[src/oversampler_pkg.sv]
// Shared constants for the converter oversampler and status block.
// Assumes a single 125 MHz clock and a 32-bit Avalon-MM register slave.
package oversampler_pkg;

  // ****************************************
  // Register map
  // ****************************************
  localparam logic [3:0] ADDR_STATUS = 4'h0;
  localparam logic [3:0] ADDR_CONTROL = 4'h4;
  localparam logic [3:0] ADDR_OVS_CONTROL = 4'h8;
  localparam logic [3:0] ADDR_RESULT = 4'hC;
  localparam int ADDR_W = 4;
  localparam int DATA_W = 32;

  // ****************************************
  // Field positions
  // ****************************************
  localparam int BIT_WDOG_FLAG = 0;
  localparam int BIT_EOC_FLAG = 1;
  localparam int BIT_START_FLAG = 4;
  localparam int BIT_EOC_IRQ_EN = 5;
  localparam int BIT_WDOG_IRQ_EN = 6;
  localparam int BIT_OVS_ENABLE = 0;
  localparam int POS_OVS_RATIO = 2;
  localparam int POS_OVS_SHIFT = 5;
  localparam int BIT_CONV_ON = 9;

  // ****************************************
  // Widths and reset values
  // ****************************************
  localparam int SAMPLE_W = 12;
  localparam int ACC_W = 20;
  localparam int RESULT_W = 16;
  localparam int RATIO_W = 3;
  localparam int SHIFT_W = 4;
  localparam int COUNT_W = 9;
  localparam logic [3:0] SHIFT_MAX = 4'h8;
  localparam logic [31:0] STATUS_RESET = 32'h0000_0000;
  localparam logic [31:0] CONTROL_RESET = 32'h0000_0000;
  localparam logic [31:0] OVS_CONTROL_RESET = 32'h0000_0000;

  typedef enum logic [1:0] {
    BUS_IDLE = 2'b00,
    BUS_ANSWER = 2'b01
  } bus_state_t;

endpackage

[src/ovs_datapath_if.sv]
// Carries one sample into the oversampling datapath and its word back out.
// Both ends run on the one system clock.
`timescale 1ns/1ps
interface ovs_datapath_if;
  import oversampler_pkg::*;
  logic sample_valid;
  logic [SAMPLE_W-1:0] sample;
  logic enable;
  logic [RATIO_W-1:0] ratio;
  logic [SHIFT_W-1:0] shift;
  logic restart;
  logic word_valid;
  logic [RESULT_W-1:0] word;
  modport ctrl (output sample_valid, output sample, output enable, output ratio, output shift,
    output restart, input word_valid, input word);
  modport dp (input sample_valid, input sample, input enable, input ratio, input shift,
    input restart, output word_valid, output word);
endinterface

[src/ovs_accumulator.sv]
// Sum-then-shift-then-round oversampling datapath.
// Assumes settings are held stable while conversions run.
`timescale 1ns/1ps
module ovs_accumulator (
  input wire logic i_clk,
  input wire logic i_srst,
  ovs_datapath_if.dp dpif
);
  import oversampler_pkg::*;

  typedef struct packed {
    logic [ACC_W-1:0] acc;
    logic [COUNT_W-1:0] count;
    logic word_valid;
    logic [RESULT_W-1:0] word;
  } acc_state_t;

  acc_state_t st_reg;
  acc_state_t st_next;
  logic [COUNT_W-1:0] target;
  logic [ACC_W-1:0] total;
  logic [ACC_W-1:0] shifted;
  logic [ACC_W-1:0] rounded;
  logic round_bit;
  logic [SHIFT_W-1:0] sh;

  // Ratio code k gives N = 2^(k+1), so 2 to 256
  assign target = COUNT_W'(2) << dpif.ratio;

  always_comb begin
    st_next = st_reg;
    st_next.word_valid = 1'b0;
    total = st_reg.acc + ACC_W'(dpif.sample);
    // Shifts above eight are clamped: the field only defines 0..8
    sh = (dpif.shift > SHIFT_MAX) ? SHIFT_MAX : dpif.shift;
    shifted = total >> sh;
    // Rounding must use the last bit dropped by the clamped shift
    round_bit = (sh == 4'h0) ? 1'b0 : total[sh - 4'h1];
    rounded = shifted + ACC_W'(round_bit);
    if (dpif.restart) begin
      st_next.acc = '0;
      st_next.count = '0;
    end else if (dpif.sample_valid) begin
      if (!dpif.enable) begin
        st_next.word = RESULT_W'(dpif.sample);
        st_next.word_valid = 1'b1;
      end else if (st_reg.count + COUNT_W'(1) == target) begin
        st_next.word = rounded[RESULT_W-1:0];
        st_next.word_valid = 1'b1;
        st_next.acc = '0;
        st_next.count = '0;
      end else begin
        st_next.acc = total;
        st_next.count = st_reg.count + COUNT_W'(1);
      end
    end
  end

  always_ff @(posedge i_clk) begin
    if (i_srst) begin
      st_reg <= '0;
    end else begin
      st_reg <= st_next;
    end
  end

  assign dpif.word_valid = st_reg.word_valid;
  assign dpif.word = st_reg.word;
endmodule

[src/adc_oversampler_and_status.sv]
// Oversampler, status flags and interrupt of a successive-approximation converter.
// Assumes the converter core pulses its events synchronously to I_CLK_SYS.
`timescale 1ns/1ps

module adc_oversampler_and_status (
  input wire logic I_CLK_SYS,
  input wire logic I_SRST,
  input wire logic [oversampler_pkg::ADDR_W-1:0] i_avs_address,
  input wire logic i_avs_read,
  input wire logic i_avs_write,
  input wire logic [oversampler_pkg::DATA_W-1:0] i_avs_writedata,
  input wire logic [3:0] i_avs_byteenable,
  input wire logic i_seq_start,
  input wire logic i_conv_valid,
  input wire logic [oversampler_pkg::SAMPLE_W-1:0] i_conv_data,
  input wire logic i_seq_end,
  input wire logic i_wdog_event,
  output logic [oversampler_pkg::DATA_W-1:0] o_avs_readdata,
  output logic o_avs_waitrequest,
  output logic o_result_valid,
  output logic o_irq
);
  import oversampler_pkg::*;

  // ****************************************
  // State
  // ****************************************
  typedef struct packed {
    bus_state_t bus;
    logic [DATA_W-1:0] rdata;
    logic start_flag;
    logic eoc_flag;
    logic wdog_flag;
    logic eoc_irq_en;
    logic wdog_irq_en;
    logic ovs_enable;
    logic [RATIO_W-1:0] ovs_ratio;
    logic [SHIFT_W-1:0] ovs_shift;
    logic conv_on;
    logic [RESULT_W-1:0] result;
    logic result_valid;
    logic eoc_pending;
    logic irq;
  } top_state_t;

  top_state_t st_reg;
  top_state_t st_next;
  ovs_datapath_if dpif ();
  logic access;
  logic wr_hit;
  logic rd_hit;
  logic full_word;
  logic clr_start;
  logic clr_eoc;
  logic clr_wdog;
  logic [DATA_W-1:0] rd_word;

  // ****************************************
  // Datapath
  // ****************************************
  // Samples feed straight through: no added wait states on the conversion path
  assign dpif.sample_valid = i_conv_valid;
  assign dpif.sample = i_conv_data;
  assign dpif.enable = st_reg.ovs_enable;
  assign dpif.ratio = st_reg.ovs_ratio;
  assign dpif.shift = st_reg.ovs_shift;
  // While conv_on is low any partial sum is cleared, so counting restarts from zero when it is set
  assign dpif.restart = !st_reg.conv_on;

  ovs_accumulator u_acc (
    .i_clk(I_CLK_SYS),
    .i_srst(I_SRST),
    .dpif(dpif)
  );

  // ****************************************
  // Bus decode
  // ****************************************
  assign access = st_reg.bus == BUS_ANSWER;
  assign wr_hit = access && i_avs_write;
  assign rd_hit = access && i_avs_read;
  // Partial writes to status are ignored so a stray byte cannot clear flags
  assign full_word = i_avs_byteenable == 4'hF;
  assign clr_start = wr_hit && full_word && i_avs_address == ADDR_STATUS
    && !i_avs_writedata[BIT_START_FLAG];
  assign clr_eoc = (wr_hit && full_word && i_avs_address == ADDR_STATUS
    && !i_avs_writedata[BIT_EOC_FLAG]) || (rd_hit && i_avs_address == ADDR_RESULT);
  assign clr_wdog = wr_hit && full_word && i_avs_address == ADDR_STATUS
    && !i_avs_writedata[BIT_WDOG_FLAG];

  always_comb begin
    rd_word = '0;
    unique case (i_avs_address)
      ADDR_STATUS: begin
        rd_word[BIT_START_FLAG] = st_reg.start_flag;
        rd_word[BIT_EOC_FLAG] = st_reg.eoc_flag;
        rd_word[BIT_WDOG_FLAG] = st_reg.wdog_flag;
      end
      ADDR_CONTROL: begin
        rd_word[BIT_EOC_IRQ_EN] = st_reg.eoc_irq_en;
        rd_word[BIT_WDOG_IRQ_EN] = st_reg.wdog_irq_en;
      end
      ADDR_OVS_CONTROL: begin
        rd_word[BIT_OVS_ENABLE] = st_reg.ovs_enable;
        rd_word[POS_OVS_RATIO +: RATIO_W] = st_reg.ovs_ratio;
        rd_word[POS_OVS_SHIFT +: SHIFT_W] = st_reg.ovs_shift;
        rd_word[BIT_CONV_ON] = st_reg.conv_on;
      end
      ADDR_RESULT: begin
        rd_word[RESULT_W-1:0] = st_reg.result;
      end
      default: begin
        rd_word = '0;
      end
    endcase
  end

  // ****************************************
  // Next state
  // ****************************************
  always_comb begin
    st_next = st_reg;
    st_next.result_valid = 1'b0;
    // One wait cycle per access: request seen, then answered
    unique case (st_reg.bus)
      BUS_IDLE: begin
        if (i_avs_read || i_avs_write) begin
          st_next.bus = BUS_ANSWER;
          st_next.rdata = rd_word;
        end
      end
      BUS_ANSWER: begin
        st_next.bus = BUS_IDLE;
      end
      default: begin
        st_next.bus = BUS_IDLE;
      end
    endcase

    if (wr_hit && i_avs_address == ADDR_CONTROL) begin
      if (i_avs_byteenable[0]) begin
        st_next.eoc_irq_en = i_avs_writedata[BIT_EOC_IRQ_EN];
        st_next.wdog_irq_en = i_avs_writedata[BIT_WDOG_IRQ_EN];
      end
    end
    if (wr_hit && i_avs_address == ADDR_OVS_CONTROL && full_word) begin
      st_next.conv_on = i_avs_writedata[BIT_CONV_ON];
      // Settings are frozen while converting, so a running sum stays coherent
      if (!st_reg.conv_on) begin
        st_next.ovs_enable = i_avs_writedata[BIT_OVS_ENABLE];
        st_next.ovs_ratio = i_avs_writedata[POS_OVS_RATIO +: RATIO_W];
        st_next.ovs_shift = i_avs_writedata[POS_OVS_SHIFT +: SHIFT_W];
      end
    end

    if (dpif.word_valid) begin
      st_next.result = dpif.word;
      st_next.result_valid = 1'b1;
    end
    // With ovs_enable set, end of sequence is held until its word lands, then flags it; with it clear, it flags at once
    if (i_seq_end) begin
      st_next.eoc_pending = 1'b1;
    end else if (dpif.word_valid || !st_reg.ovs_enable) begin
      st_next.eoc_pending = 1'b0;
    end

    // Set wins over clear on every flag
    if (clr_start) begin
      st_next.start_flag = 1'b0;
    end
    if (i_seq_start) begin
      st_next.start_flag = 1'b1;
    end
    if (clr_eoc) begin
      st_next.eoc_flag = 1'b0;
    end
    if ((i_seq_end && !st_reg.ovs_enable) || (st_reg.eoc_pending && dpif.word_valid)
        || (i_seq_end && dpif.word_valid)) begin
      st_next.eoc_flag = 1'b1;
    end
    if (clr_wdog) begin
      st_next.wdog_flag = 1'b0;
    end
    if (i_wdog_event) begin
      st_next.wdog_flag = 1'b1;
    end

    st_next.irq = (st_next.eoc_flag && st_next.eoc_irq_en)
      || (st_next.wdog_flag && st_next.wdog_irq_en);
  end

  always_ff @(posedge I_CLK_SYS) begin
    if (I_SRST) begin
      st_reg <= '0;
    end else begin
      st_reg <= st_next;
    end
  end

  // ****************************************
  // Outputs
  // ****************************************
  assign o_avs_readdata = st_reg.rdata;
  assign o_avs_waitrequest = !access;
  assign o_result_valid = st_reg.result_valid;
  assign o_irq = st_reg.irq;
endmodule

[config.mk]
export PLATFORM = sky130hd
export DESIGN_NAME = adc_oversampler_and_status
export DESIGN_NICKNAME = d
export VERILOG_FILES = /design/src/oversampler_pkg.sv /design/src/ovs_datapath_if.sv /design/src/ovs_accumulator.sv /design/src/adc_oversampler_and_status.sv
export SDC_FILE = /design/constraint.sdc
export NUM_CORES = 1
export LEC_CHECK = 0
export CAP_MARGIN = 40
export CORE_ASPECT_RATIO = 1.25
export CORE_MARGIN = 2
export CORE_UTILIZATION = 40
export DETAILED_ROUTE_END_ITERATION = 6
export DONT_BUFFER_PORTS = 1
export PLACE_DENSITY = 0.51
export SYNTH_ARGS = -nofsm -noshare
export SYNTH_HDL_FRONTEND = slang
export SYNTH_SLANG_ARGS = --single-unit
[constraint.sdc]
create_clock -name I_CLK_SYS -period 5.6 [get_ports I_CLK_SYS]
set_input_delay 1.12 -clock I_CLK_SYS [delete_from_list [all_inputs] [get_ports I_CLK_SYS]]
set_output_delay 1.12 -clock I_CLK_SYS [all_outputs]
set_load 0.01 [all_outputs]
; ---- Word level (Yosys, flattened, before mapping)
; Cells that the tools add are included.
; W data, S select, Z words.
[op_classes]
eq_ne = 6
n_shift = 2
bitwise_logic = 3
reduce_logical = 39
muxes = 25
n_lt_le_gt_ge = 2
add_sub_neg = 4
[op_table]
columns = op, count
row1 = $mux W17, 2
row2 = $mux W29, 1
row3 = $add A20 B12 Y20, 1
row4 = $shr A20 B4 Y16, 1
row5 = $add A16 B1 Y16, 1
row6 = $logic_and A1 B1 Y1, 16
row7 = $eq A4 B4 Y1 const B, 3
row8 = $mux W1, 11
row9 = $add A9 B1 Y9 const B, 1
row10 = $eq A9 B9 Y1, 1
row11 = $shl A2 B3 Y9 const A, 1
row12 = $logic_not A4 Y1, 2
row13 = $logic_or A1 B1 Y1, 6
row14 = $lt A4 B6 Y1 const B, 1
row15 = $mux W6, 1
row16 = $pmux W1 S3, 2
row17 = $pmux W2 S3, 1
row18 = $pmux W3 S2, 1
row19 = $reduce_and A2 Y1, 3
row20 = $logic_not A1 Y1, 5
row21 = $bmux W1 S4, 1
row22 = $eq A4 B3 Y1 const B, 1
row23 = $gt A4 B4 Y1 const B, 1
row24 = $mux W2, 2
row25 = other kinds (11), 15
[word_totals]
output_inout_bits = 35
regBits = 96

; ---- Logic depth before layout (Yosys ltp)
; Gate-level depths: netlist of the first run.
[depth]
depth_word = 9
ltp_mapped = 20

; ---- By module
; Synthesis of the first run repeated with hierarchy kept, for this count alone.
[unflattened]
hier_cells = 902
hier_area_um2 = 7015.5
[by_module_without_submodules]
columns = mod, area_each_um2, cells_per_inst, instances
row1 = ovs_accumulator, 4772.1, 664, 1
row2 = adc_oversampler_and_status, 2243.4, 238, 1

; ---- Worst setup path after synthesis of the first run
; OpenSTA, ideal clock, no wires.
[synth_timing]
path_kind = input port to flip-flop
startpoint = input i_conv_data[0] (netlist bit)
endpoint = register u_acc.st_reg (netlist bit u_acc.dpif.word[13])
cell_stages = 18
setup_time_ps = 127
arrival_ps = 4779
n_path_buf = 0
path_slack_ps = 694
path_cell_list = ha_1 fa_1 a211oi_4 o21ai_2 a31oi_1 a21oi_1 xnor2_1 mux4_2 o21ai_0 o21ai_0 o21ai_0 ha_1 inv_1 a211oi_1 nand2_1 nor4_4 nor4_1 or3_1
[synth_between]
elab_chain_len = 7
word_cells_on_any_way = 8
classes_between = add/sub: 2 / shift: 1 / mux: 5
[synth_rtl]
columns = item, line_no
row1 = from (decl), adc_oversampler_and_status.sv:15  ; input wire logic [oversampler_pkg::SAMPLE_W-1:0] i_conv_data,
row2 = $add A20 B12 Y20 (*), ovs_accumulator.sv:33  ; total = st_reg.acc + ACC_W'(dpif.sample);
row3 = $bmux W1 S4, ovs_accumulator.sv:38  ; round_bit = (sh == 4'h0) ? 1'b0 : total[sh - 4'h1];
row4 = $mux W1 (implied by the code), ovs_accumulator.sv:38
row5 = $mux W1, ovs_accumulator.sv:38
row6 = $add A16 B1 Y16 (*), ovs_accumulator.sv:39  ; rounded = shifted + ACC_W'(round_bit);
row7 = $mux W17 (*), ovs_accumulator.sv:47  ; end else if (st_reg.count + COUNT_W'(1) == target) begin
row8 = $mux W17 (*), ovs_accumulator.sv:44  ; if (!dpif.enable) begin
row9 = to (signal assigned), ovs_accumulator.sv:63  ; st_reg <= st_next;
row10 = to (decl), ovs_accumulator.sv:18  ; acc_state_t st_reg;
; Every way passes the cells marked *; elsewhere a longest branch is shown, timed or not. The select of a mux whose other input is x is not followed.
; A chain may end at the register's enable or synchronous reset.

; ---- Worst setup path after layout of the first run
; Ends and elaborated chain as after synthesis.

==> results.txt, run 1 <==
----------------------------------------------------
[Status]
  Result of the run ... finished clean

[Layout]
  Antenna Cells ... 0
  Flip-flop count of the largest register after layout ... 29
  Finished Layout Cells ... roughly 1000
  Share of layout cells above drive strength 1 ... 8.82%
  Leading cell type in the layout, fill and taps excluded ... sky130_fd_sc_hd__nor2_1
  Most frequent cells in the layout ... sky130_fd_sc_hd__nor2_1 (113), sky130_fd_sc_hd__dfxtp_1 (96), sky130_fd_sc_hd__nand2_1 (81), sky130_fd_sc_hd__a21oi_1 (69), sky130_fd_sc_hd__o21ai_0 (47)
  NumNets Final ... between 800 and 900
  Post-Layout Inst Area ... approximately 7000 um2
  Fillers ... 1696
  Post-layout util ... 42.9%
  Area Growth Syn to Fin ... 5.24%

[STA]
  Setup TNS ... 0 ns
  Max Clk Rate ... 0.198 GHz
  Max-slew violation count ... 0
  Slew headroom ... approximately two fifths
  Final number of hold-violating endpoints ... 0
  Final setup viols ... 0
  Final Cycle Share ... between 90% and 100%
  Setup skew after layout ... 0.00687 ns
  RSZ-0062 raised after global routing ... false
  Final critical path time including I/O delays and setup ... about 5 ns
  Slew @ Worst Pin ... 0.891 ns

[Placement]
  Number of buffers added on ports ... 0
  Final HPWL DP ... around 14 mm
  Final weighted congestion in routability-driven placement ... 0.911
  Total cell area at the placement stage ... approximately 6600 um2
  Placed Instances ... between 1000 and 1500

[Route]
  Avg WL per Cell ... 18.6 um
  DR pass1 iterations ... 6
  Average vias per placed instance ... between 5 and 6
  DRT Wirelength ... a little under 20 mm
  Number of design rule violations left after detail routing ... 0
  Initial DRC Count ... between 400 and 500
  Via count of the routed design ... around 6000
  Antenna-violating nets left ... 0

[Floorplan]
  CORE AREA ... 16200 um2
  Overall die height ... 148 um
  # IOs ... 95
  Die Outline Area ... between 15000 and 20000 um2
  Die span in x ... around 120 um
  Initial core utilization ... about two fifths
  Cell Rows ... 52

[Power]
  Pwr per Cell Area ... 208 nW/um2
  Power share of the clock group ... a little under half
  Net switching share of the total power ... approximately 25%
  Internal power contribution ... roughly 0.0011 W
  Sequential share of power ... 47.8%
  Switch Pwr ... approximately 0.00036 W
  Static Leak ... about 2.4 nW
  Gate power share ... 6.5%
  Worst voltage drop across the vdd grid ... approximately 0.12 mV

[CTS]
  Post_cts resized ... 0
  Number of buffers added by the clock tree synthesis step ... 9
  Total of hold buffers inserted after clock tree synthesis ... 0
  Number of clock sinks seen by CTS ... between 90 and 100
  Buffer type at the clock tree root ... sky130_fd_sc_hd__clkbuf_16
  Clock transition time at the flip-flop clock pins of the worst setup and hold paths ... about 0.07 ns
  Htree depth ... 3
  Post-CTS setup buffer count ... 0
  Insertion delay of the later-clocked pin in the worst-skew pair ... 0.35 ns
  CTS Buffer Depth ... 2
  TritonCTS clock tree ... built

[Logic synthesis]
  Share of synthesized area occupied by flip-flops and latches ... ~29%
  Number of enable-type register cells in the synthesized netlist ... 0
  FFs w/ async S/R, synth ... 0%
  Number of different library cells in the post-synthesis netlist ... 84
  Mapped cell area ... around 6600 um2
  Mean instance size in the synthesized netlist ... a little under 8 um2
  Synth warn ... 0
  Cells after synthesis ... 850
  Flop and latch count out of synthesis ... 96
  Main synth FF type ... sky130_fd_sc_hd__dfxtp_1

[Global route]
  GRT Resource Usage Total ... between 20% and 30%
  Maximum number of pins on one net before global-route repair ... 67
  Antenna violations before repair ... 0
  Number of global-route vias before repair ... between 5000 and 6000
  Total global routing overflow ... 0
  First-pass GRT wire length ... ~30 mm

[Critical path]
  Total buffers and inverters traversed by the critical path ... 1
  Classification of the worst setup path ... in2reg
  Worst endpoint data arrival time ... about 5.3 ns
  Cell with the largest stage delay on the worst path ... sky130_fd_sc_hd__or4_1
  Crit path max fanout ... 6
  Cell family with most CP delay ... simple AND/OR/NAND/NOR gates
  Crit start category ... input pin
  Kind of end point of the critical path ... flop
  Most common cell type on the critical path ... sky130_fd_sc_hd__o21ai_2
  Cell-by-cell listing of the critical path ... ha_1, fa_1, a211oi_4, o21ai_2, buf_4, a31o_1, o21ai_2, nand2_2, a222oi_1, o21ai_1, or4_1, nor4_4, nor4_1, or3_1
  Data required time of the worst path ... roughly 6 ns
  Peak per-stage delay on the critical path ... around 0.72 ns

[Run]
  Number of violations of the max-capacitance limit ... 0

[Hold path]
  Worst min path class ... reg2reg

----------------------------------------------------
-- cells by family (layout without fill, tap and decap cells) --
| family | after synthesis | count (layout) | share of synthesized area, % |
|---|---|---|---|
| and+or+nand+nor | 319 | 319 | 22.9 |
| AOI/OAI and AO/OA | 238 | 238 | 24.5 |
| buffers and inverters | 100 | 51 | 7.72 |
| DFF | 96 | 96 | 29.1 |
| muxes | 42 | 42 | 7.44 |
| xor gates and xnor gates | 37 | 37 | 5.02 |
| adders and majority gates | 17 | 17 | 3.33 |
| other | 1 | 16 | 0.0567 |
-- Yosys cell counts, drive strengths merged, types with 8 or more instances --
cell type    n  area (um2)
ha          16         200
o21ai       55         287
nor3        24         120
nor2       113         424
xor2        20         183
a221oi       9        78.8
nand2       83         317
a211oi      15         130
nand2b       8        50.1
xnor2       17         149
a21oi       72         372
a22oi       12        90.1
nand3       31         155
dfxtp       96        1920
o211ai       9        77.6
nor2b       10        62.6
inv         16        60.1
mux2i       33         330
nor4        10        98.8
clkbuf      42         158
buf         42         293
-- metrics by stage --
step	total power, W	hold slack, ns	setup slack [ns]
floorplan	0.000799	0.425	0.694
global placement	0.000799	0.444	0.232
detailed placement	0.000801	0.449	0.222
CTS	0.00147	0.459	0.584
global route	0.00150	0.480	0.371
finish	0.00145	0.460	0.553
-- layer usage --
| metal | GRT usage (%) | routed length, um | vias up |
|---|---|---|---|
| met4 | 8.15 | 510 | 0 |
| met5 | 0 | 0 | - |
| met1 | 26.8 | 8240 | 2817 |
| met3 | 3.43 | 1000 | 36 |
| li1 | - | - | 2957 |
| met2 | 38.8 | 9470 | 165 |
-- cell type report --
cell class / count / area [um2] / area share, %
multi-input cells: 669 / 4240 / 61.0
repair buffers: 19 / 150 / 2.16
well taps: 216 / 270 / 3.88
flip-flops and latches: 96 / 1920 / 27.6
clock buffers: 10 / 239 / 3.44
inverters: 16 / 60.1 / 0.863
clock inverters: 6 / 75.1 / 1.08
-- worst register-to-register path, cell delays in order, from the launching register on --
cell and delay (ns):
sky130_fd_sc_hd__dfxtp_1 0.32, sky130_fd_sc_hd__ha_1 0.22, sky130_fd_sc_hd__fa_1 0.47, sky130_fd_sc_hd__a211oi_4 0.34
sky130_fd_sc_hd__o21ai_2 0.11, sky130_fd_sc_hd__buf_4 0.16, sky130_fd_sc_hd__a31o_1 0.21, sky130_fd_sc_hd__o21ai_2 0.19
sky130_fd_sc_hd__nand2_2 0.16, sky130_fd_sc_hd__a222oi_1 0.54, sky130_fd_sc_hd__o21ai_1 0.16, sky130_fd_sc_hd__or4_1 0.72
sky130_fd_sc_hd__nor4_4 0.43, sky130_fd_sc_hd__nor4_1 0.08, sky130_fd_sc_hd__or3_1 0.37
-- worst paths after layout --
| check | slack, ns | end | start | cells past startpoint |
|---|---|---|---|---|
| worst min register to register | 0.46 | u_acc.st_reg[32] | u_acc.st_reg[32] | 2 |
| worst max register to register | 1.00 | u_acc.dpif.word[13] | u_acc.st_reg[26] | 14 |
| worst max-delay path | 0.55 | u_acc.dpif.word[13] | i_conv_data[0] | 14 |
| worst min-delay path | 0.46 | u_acc.st_reg[32] | u_acc.st_reg[32] | 2 |
-- power groups by stage --
stage          Combinational [W]  Clock [W]  Sequential [W]
2_1_floorplan          0.0000932          0        0.000705
5_1_grt                 0.000103   0.000703        0.000693
3_3_place_gp           0.0000902          0        0.000708
6_report               0.0000941   0.000663        0.000693
3_5_place_dp           0.0000925          0        0.000709
4_1_cts                0.0000930   0.000680        0.000692
(Power assumes the default switching activity.)
==> run 2: changes to the inputs <==
--- a/config.mk
+++ b/config.mk
@@ -6,12 +6,11 @@
 export NUM_CORES = 1
 export LEC_CHECK = 0
 export CAP_MARGIN = 40
-export CORE_ASPECT_RATIO = 1.25
 export CORE_MARGIN = 2
-export CORE_UTILIZATION = 40
+export CORE_UTILIZATION = 50
 export DETAILED_ROUTE_END_ITERATION = 6
 export DONT_BUFFER_PORTS = 1
-export PLACE_DENSITY = 0.51
+export PLACE_DENSITY = 0.62
 export SYNTH_ARGS = -nofsm -noshare
 export SYNTH_HDL_FRONTEND = slang
 export SYNTH_SLANG_ARGS = --single-unit
==> run 2 against run 1 <==
Effect of this change:
- the flow now finishes with violations (design-rule violations)
- worst setup slack lost 0.010 ns
- clock power shrank 5.7%
- register-to-register slack is essentially flat
- cell count shrank 4.2%
- core utilization grew 9.5 points
- first-iteration DRC count grew 31%
- global-route usage grew 4.0 points
- count of clock-buffer cells in the layout shrank 1
- non-clock buffer count shrank 3
- power shrank 2.8%
- critical path type unchanged
- largest power group unchanged
==> results.txt, run 2 (synthesis results as in run 1) <==
----------------------------------------------------
[Critical path]
  End of the worst register-to-register path ... u_acc.dpif.word[13]
  Classification of the worst setup path ... in2reg
  Worst setup path startpoint ... i_conv_data[0]
  Crit path max fanout ... 6 (unchanged)
  Kind of end point of the critical path ... flop
  Worst endpoint data arrival time ... 5.30 ns (about the same)
  Crit start category ... input pin
  Source of the worst register-to-register timing path ... u_acc.st_reg[26]
  Internal reg-to-reg setup slack ... 0.99 ns (about the same)
  R2r worst-path depth ... 18 (+4)
  Data required time of the worst path ... 5.85 ns (about the same)

[STA]
  Slew @ Worst Pin ... 0.884 ns (-0.00634 ns)
  RSZ-0062 raised after global routing ... false
  Final Cycle Share ... 90.3% (+0.18 points)
  Final setup viols ... 0 (unchanged)
  Final number of hold-violating endpoints ... 0 (unchanged)
  Tightest hold margin ... 0.459 ns (-0.00112 ns)
  Setup skew after layout ... 0.00629 ns (-0.000579 ns)
  Slew headroom ... 40.8% (+0.20 points)
  Max-slew violation count ... 0 (unchanged)
  Setup TNS ... 0 ns (unchanged)
  Max Clk Rate ... 0.198 GHz (-0.20%)
  Final critical path time including I/O delays and setup ... 5.06 ns (+0.0103 ns)

[Global route]
  Number of global-route vias before repair ... 5632 (-3.6%)
  Antenna violations before repair ... 1 (+1)
  Maximum number of pins on one net before global-route repair ... 67 (unchanged)
  Met1 track demand over resource in global routing ... 33.8% (+7.0 points)
  GR Util met2 ... 42.5% (+3.8 points)
  Met3 GRT Util ... 4.50% (+1.1 points)
  Busiest metal layer after global routing ... met2
  First-pass GRT wire length ... 29.3 mm (-4.6%)
  Total global routing overflow ... 0 (unchanged)
  GRT Resource Usage Total ... 25.9% (+4.0 points)

[Route]
  Initial DRC Count ... 559 (+31%)
  Avg WL per Cell ... 18.4 um (-1.1%)
  Via count of the routed design ... 6120 (+2.4%)
  Average vias per placed instance ... 6.19 (+6.9%)
  DR pass1 iterations ... 7 (+1)
  Number of design rule violations left after detail routing ... 1 (+1)
  Antenna-violating nets left ... 0 (unchanged)
  DRT Wirelength ... 18.2 mm (-5.2%)

[Layout]
  Fillers ... 1300 (-23%)
  Area Growth Syn to Fin ... 3.88%
  Post-Layout Inst Area ... 6870 um2 (-1.3%)
  Post-layout util ... 52.5% (+9.5 points)
  Leading cell type in the layout, fill and taps excluded ... sky130_fd_sc_hd__nor2_1
  Flip-flop count of the largest register after layout ... 29 (unchanged)
  Antenna Cells ... 0 (unchanged)
  Share of layout cells above drive strength 1 ... 8.49% (-0.34 points)
  NumNets Final ... 885 (-0.34%)
  Most frequent cells in the layout ... sky130_fd_sc_hd__nor2_1 (113), sky130_fd_sc_hd__dfxtp_1 (96), sky130_fd_sc_hd__nand2_1 (81), sky130_fd_sc_hd__a21oi_1 (69), sky130_fd_sc_hd__o21ai_0 (47)

[Run]
  Number of violations of the max-capacitance limit ... 0 (unchanged)

[Floorplan]
  Initial core utilization ... 50.5% (+9.7 points)
  Cell Rows ... 42 (-19%)
  Die Outline Area ... 14200 um2 (-19%)
  CORE AREA ... 13100 um2 (-19%)
  # IOs ... 95 (unchanged)
  Die span in x ... 119 um (unchanged)
  Overall die height ... 119 um (-19%)

[Placement]
  Total cell area at the placement stage ... 6570 um2 (-1.1%)
  Final HPWL DP ... 13.7 mm (-5.4%)
  Number of buffers added on ports ... 0 (unchanged)
  Final weighted congestion in routability-driven placement ... 0.931 (+2.2%)

[Status]
  Violated checks ... design-rule violations
  Result of the run ... complete, but fails checks

[CTS]
  Total of hold buffers inserted after clock tree synthesis ... 0 (unchanged)
  Insertion delay of the later-clocked pin in the worst-skew pair ... 0.36 ns (about the same)
  Number of clock sinks seen by CTS ... 96 (unchanged)
  Htree depth ... 3 (unchanged)
  Clock transition time at the flip-flop clock pins of the worst setup and hold paths ... 0.07 ns (about the same)
  Buffer type at the clock tree root ... sky130_fd_sc_hd__clkbuf_16
  TritonCTS clock tree ... built
  Number of buffers added by the clock tree synthesis step ... 9 (unchanged)
  Post_cts resized ... 0 (unchanged)
  CTS Buffer Depth ... 2 (unchanged)
  Post-CTS setup buffer count ... 0 (unchanged)

[Hold path]
  Worst hold start ... u_acc.st_reg[32]
  Worst min path class ... reg2reg
  Worst hold path depth ... 2 (unchanged)
  Worst Hold Endpoint ... u_acc.st_reg[32]

[Power]
  Pwr per Cell Area ... 205 nW/um2 (-1.5%)
  Total Power ... 0.00141 W (-2.8%)
  Worst voltage drop across the vdd grid ... 0.123 mV (-0.37%)
  Static Leak ... 2.37 nW (-0.64%)

----------------------------------------------------
==> run 2: worst max path at each step <==
stage | end | slack (ns) | cells past startpoint
after floorplan | u_acc.dpif.word[13] | 0.69 | 18
after global placement | u_acc.dpif.word[13] | 0.29 | 18
after detailed placement | u_acc.dpif.word[13] | 0.22 | 18
after CTS | u_acc.dpif.word[13] | 0.60 | 18
after global routing | u_acc.dpif.word[14] | 0.20 | 18
final | u_acc.dpif.word[13] | 0.54 | 18
==> run 2: per-layer routing <==
layer	vias up	part of all wire [%]
met4	2	3.0
met2	241	47
met3	39	6.9
met5	-	0.071
met1	2884	43
li1	2954	-
==> run 2: where the power goes <==
group | switching [W] | internal, W | total (W)
clock network | 0.000310 | 0.000314 | 0.000625
registers | 0.00000499 | 0.000687 | 0.000692
logic | 0.0000588 | 0.0000336 | 0.0000924
total | 0.000374 | 0.00103 | 0.00141
==> run 2: final cells by class <==
class | count | area, um2 | share of cell area (%)
Multi-Input combinational cell | 669 | 4240 | 61.8
Inverter | 16 | 60.1 | 0.875
Tap cell | 176 | 220 | 3.21
Sequential cell | 96 | 1920 | 28.0
Clock inverter | 7 | 71.3 | 1.04
Clock buffer | 9 | 225 | 3.28
Timing Repair Buffer | 16 | 128 | 1.86
==> run 2: metrics by stage <==
stage | setup WS (ns) | cells
floorplan | 0.694 | 865
global placement | 0.289 | 971
detailed placement | 0.221 | 973
CTS | 0.597 | 989
global route | 0.197 | 989
finish | 0.543 | 989
==> run 2: critical path, cell delays in order <==
cell and delay, ns:
sky130_fd_sc_hd__ha_1 0.22, sky130_fd_sc_hd__fa_1 0.48, sky130_fd_sc_hd__a211oi_4 0.34, sky130_fd_sc_hd__o21ai_2 0.13
sky130_fd_sc_hd__a31oi_1 0.28, sky130_fd_sc_hd__a21oi_1 0.17, sky130_fd_sc_hd__xnor2_1 0.18, sky130_fd_sc_hd__mux4_2 0.47
sky130_fd_sc_hd__o21ai_0 0.17, sky130_fd_sc_hd__o21ai_0 0.10, sky130_fd_sc_hd__o21ai_0 0.15, sky130_fd_sc_hd__ha_1 0.25
sky130_fd_sc_hd__inv_1 0.05, sky130_fd_sc_hd__a211oi_1 0.24, sky130_fd_sc_hd__nand2_1 0.25, sky130_fd_sc_hd__nor4_4 0.25
sky130_fd_sc_hd__nor4_1 0.08, sky130_fd_sc_hd__or3_1 0.37
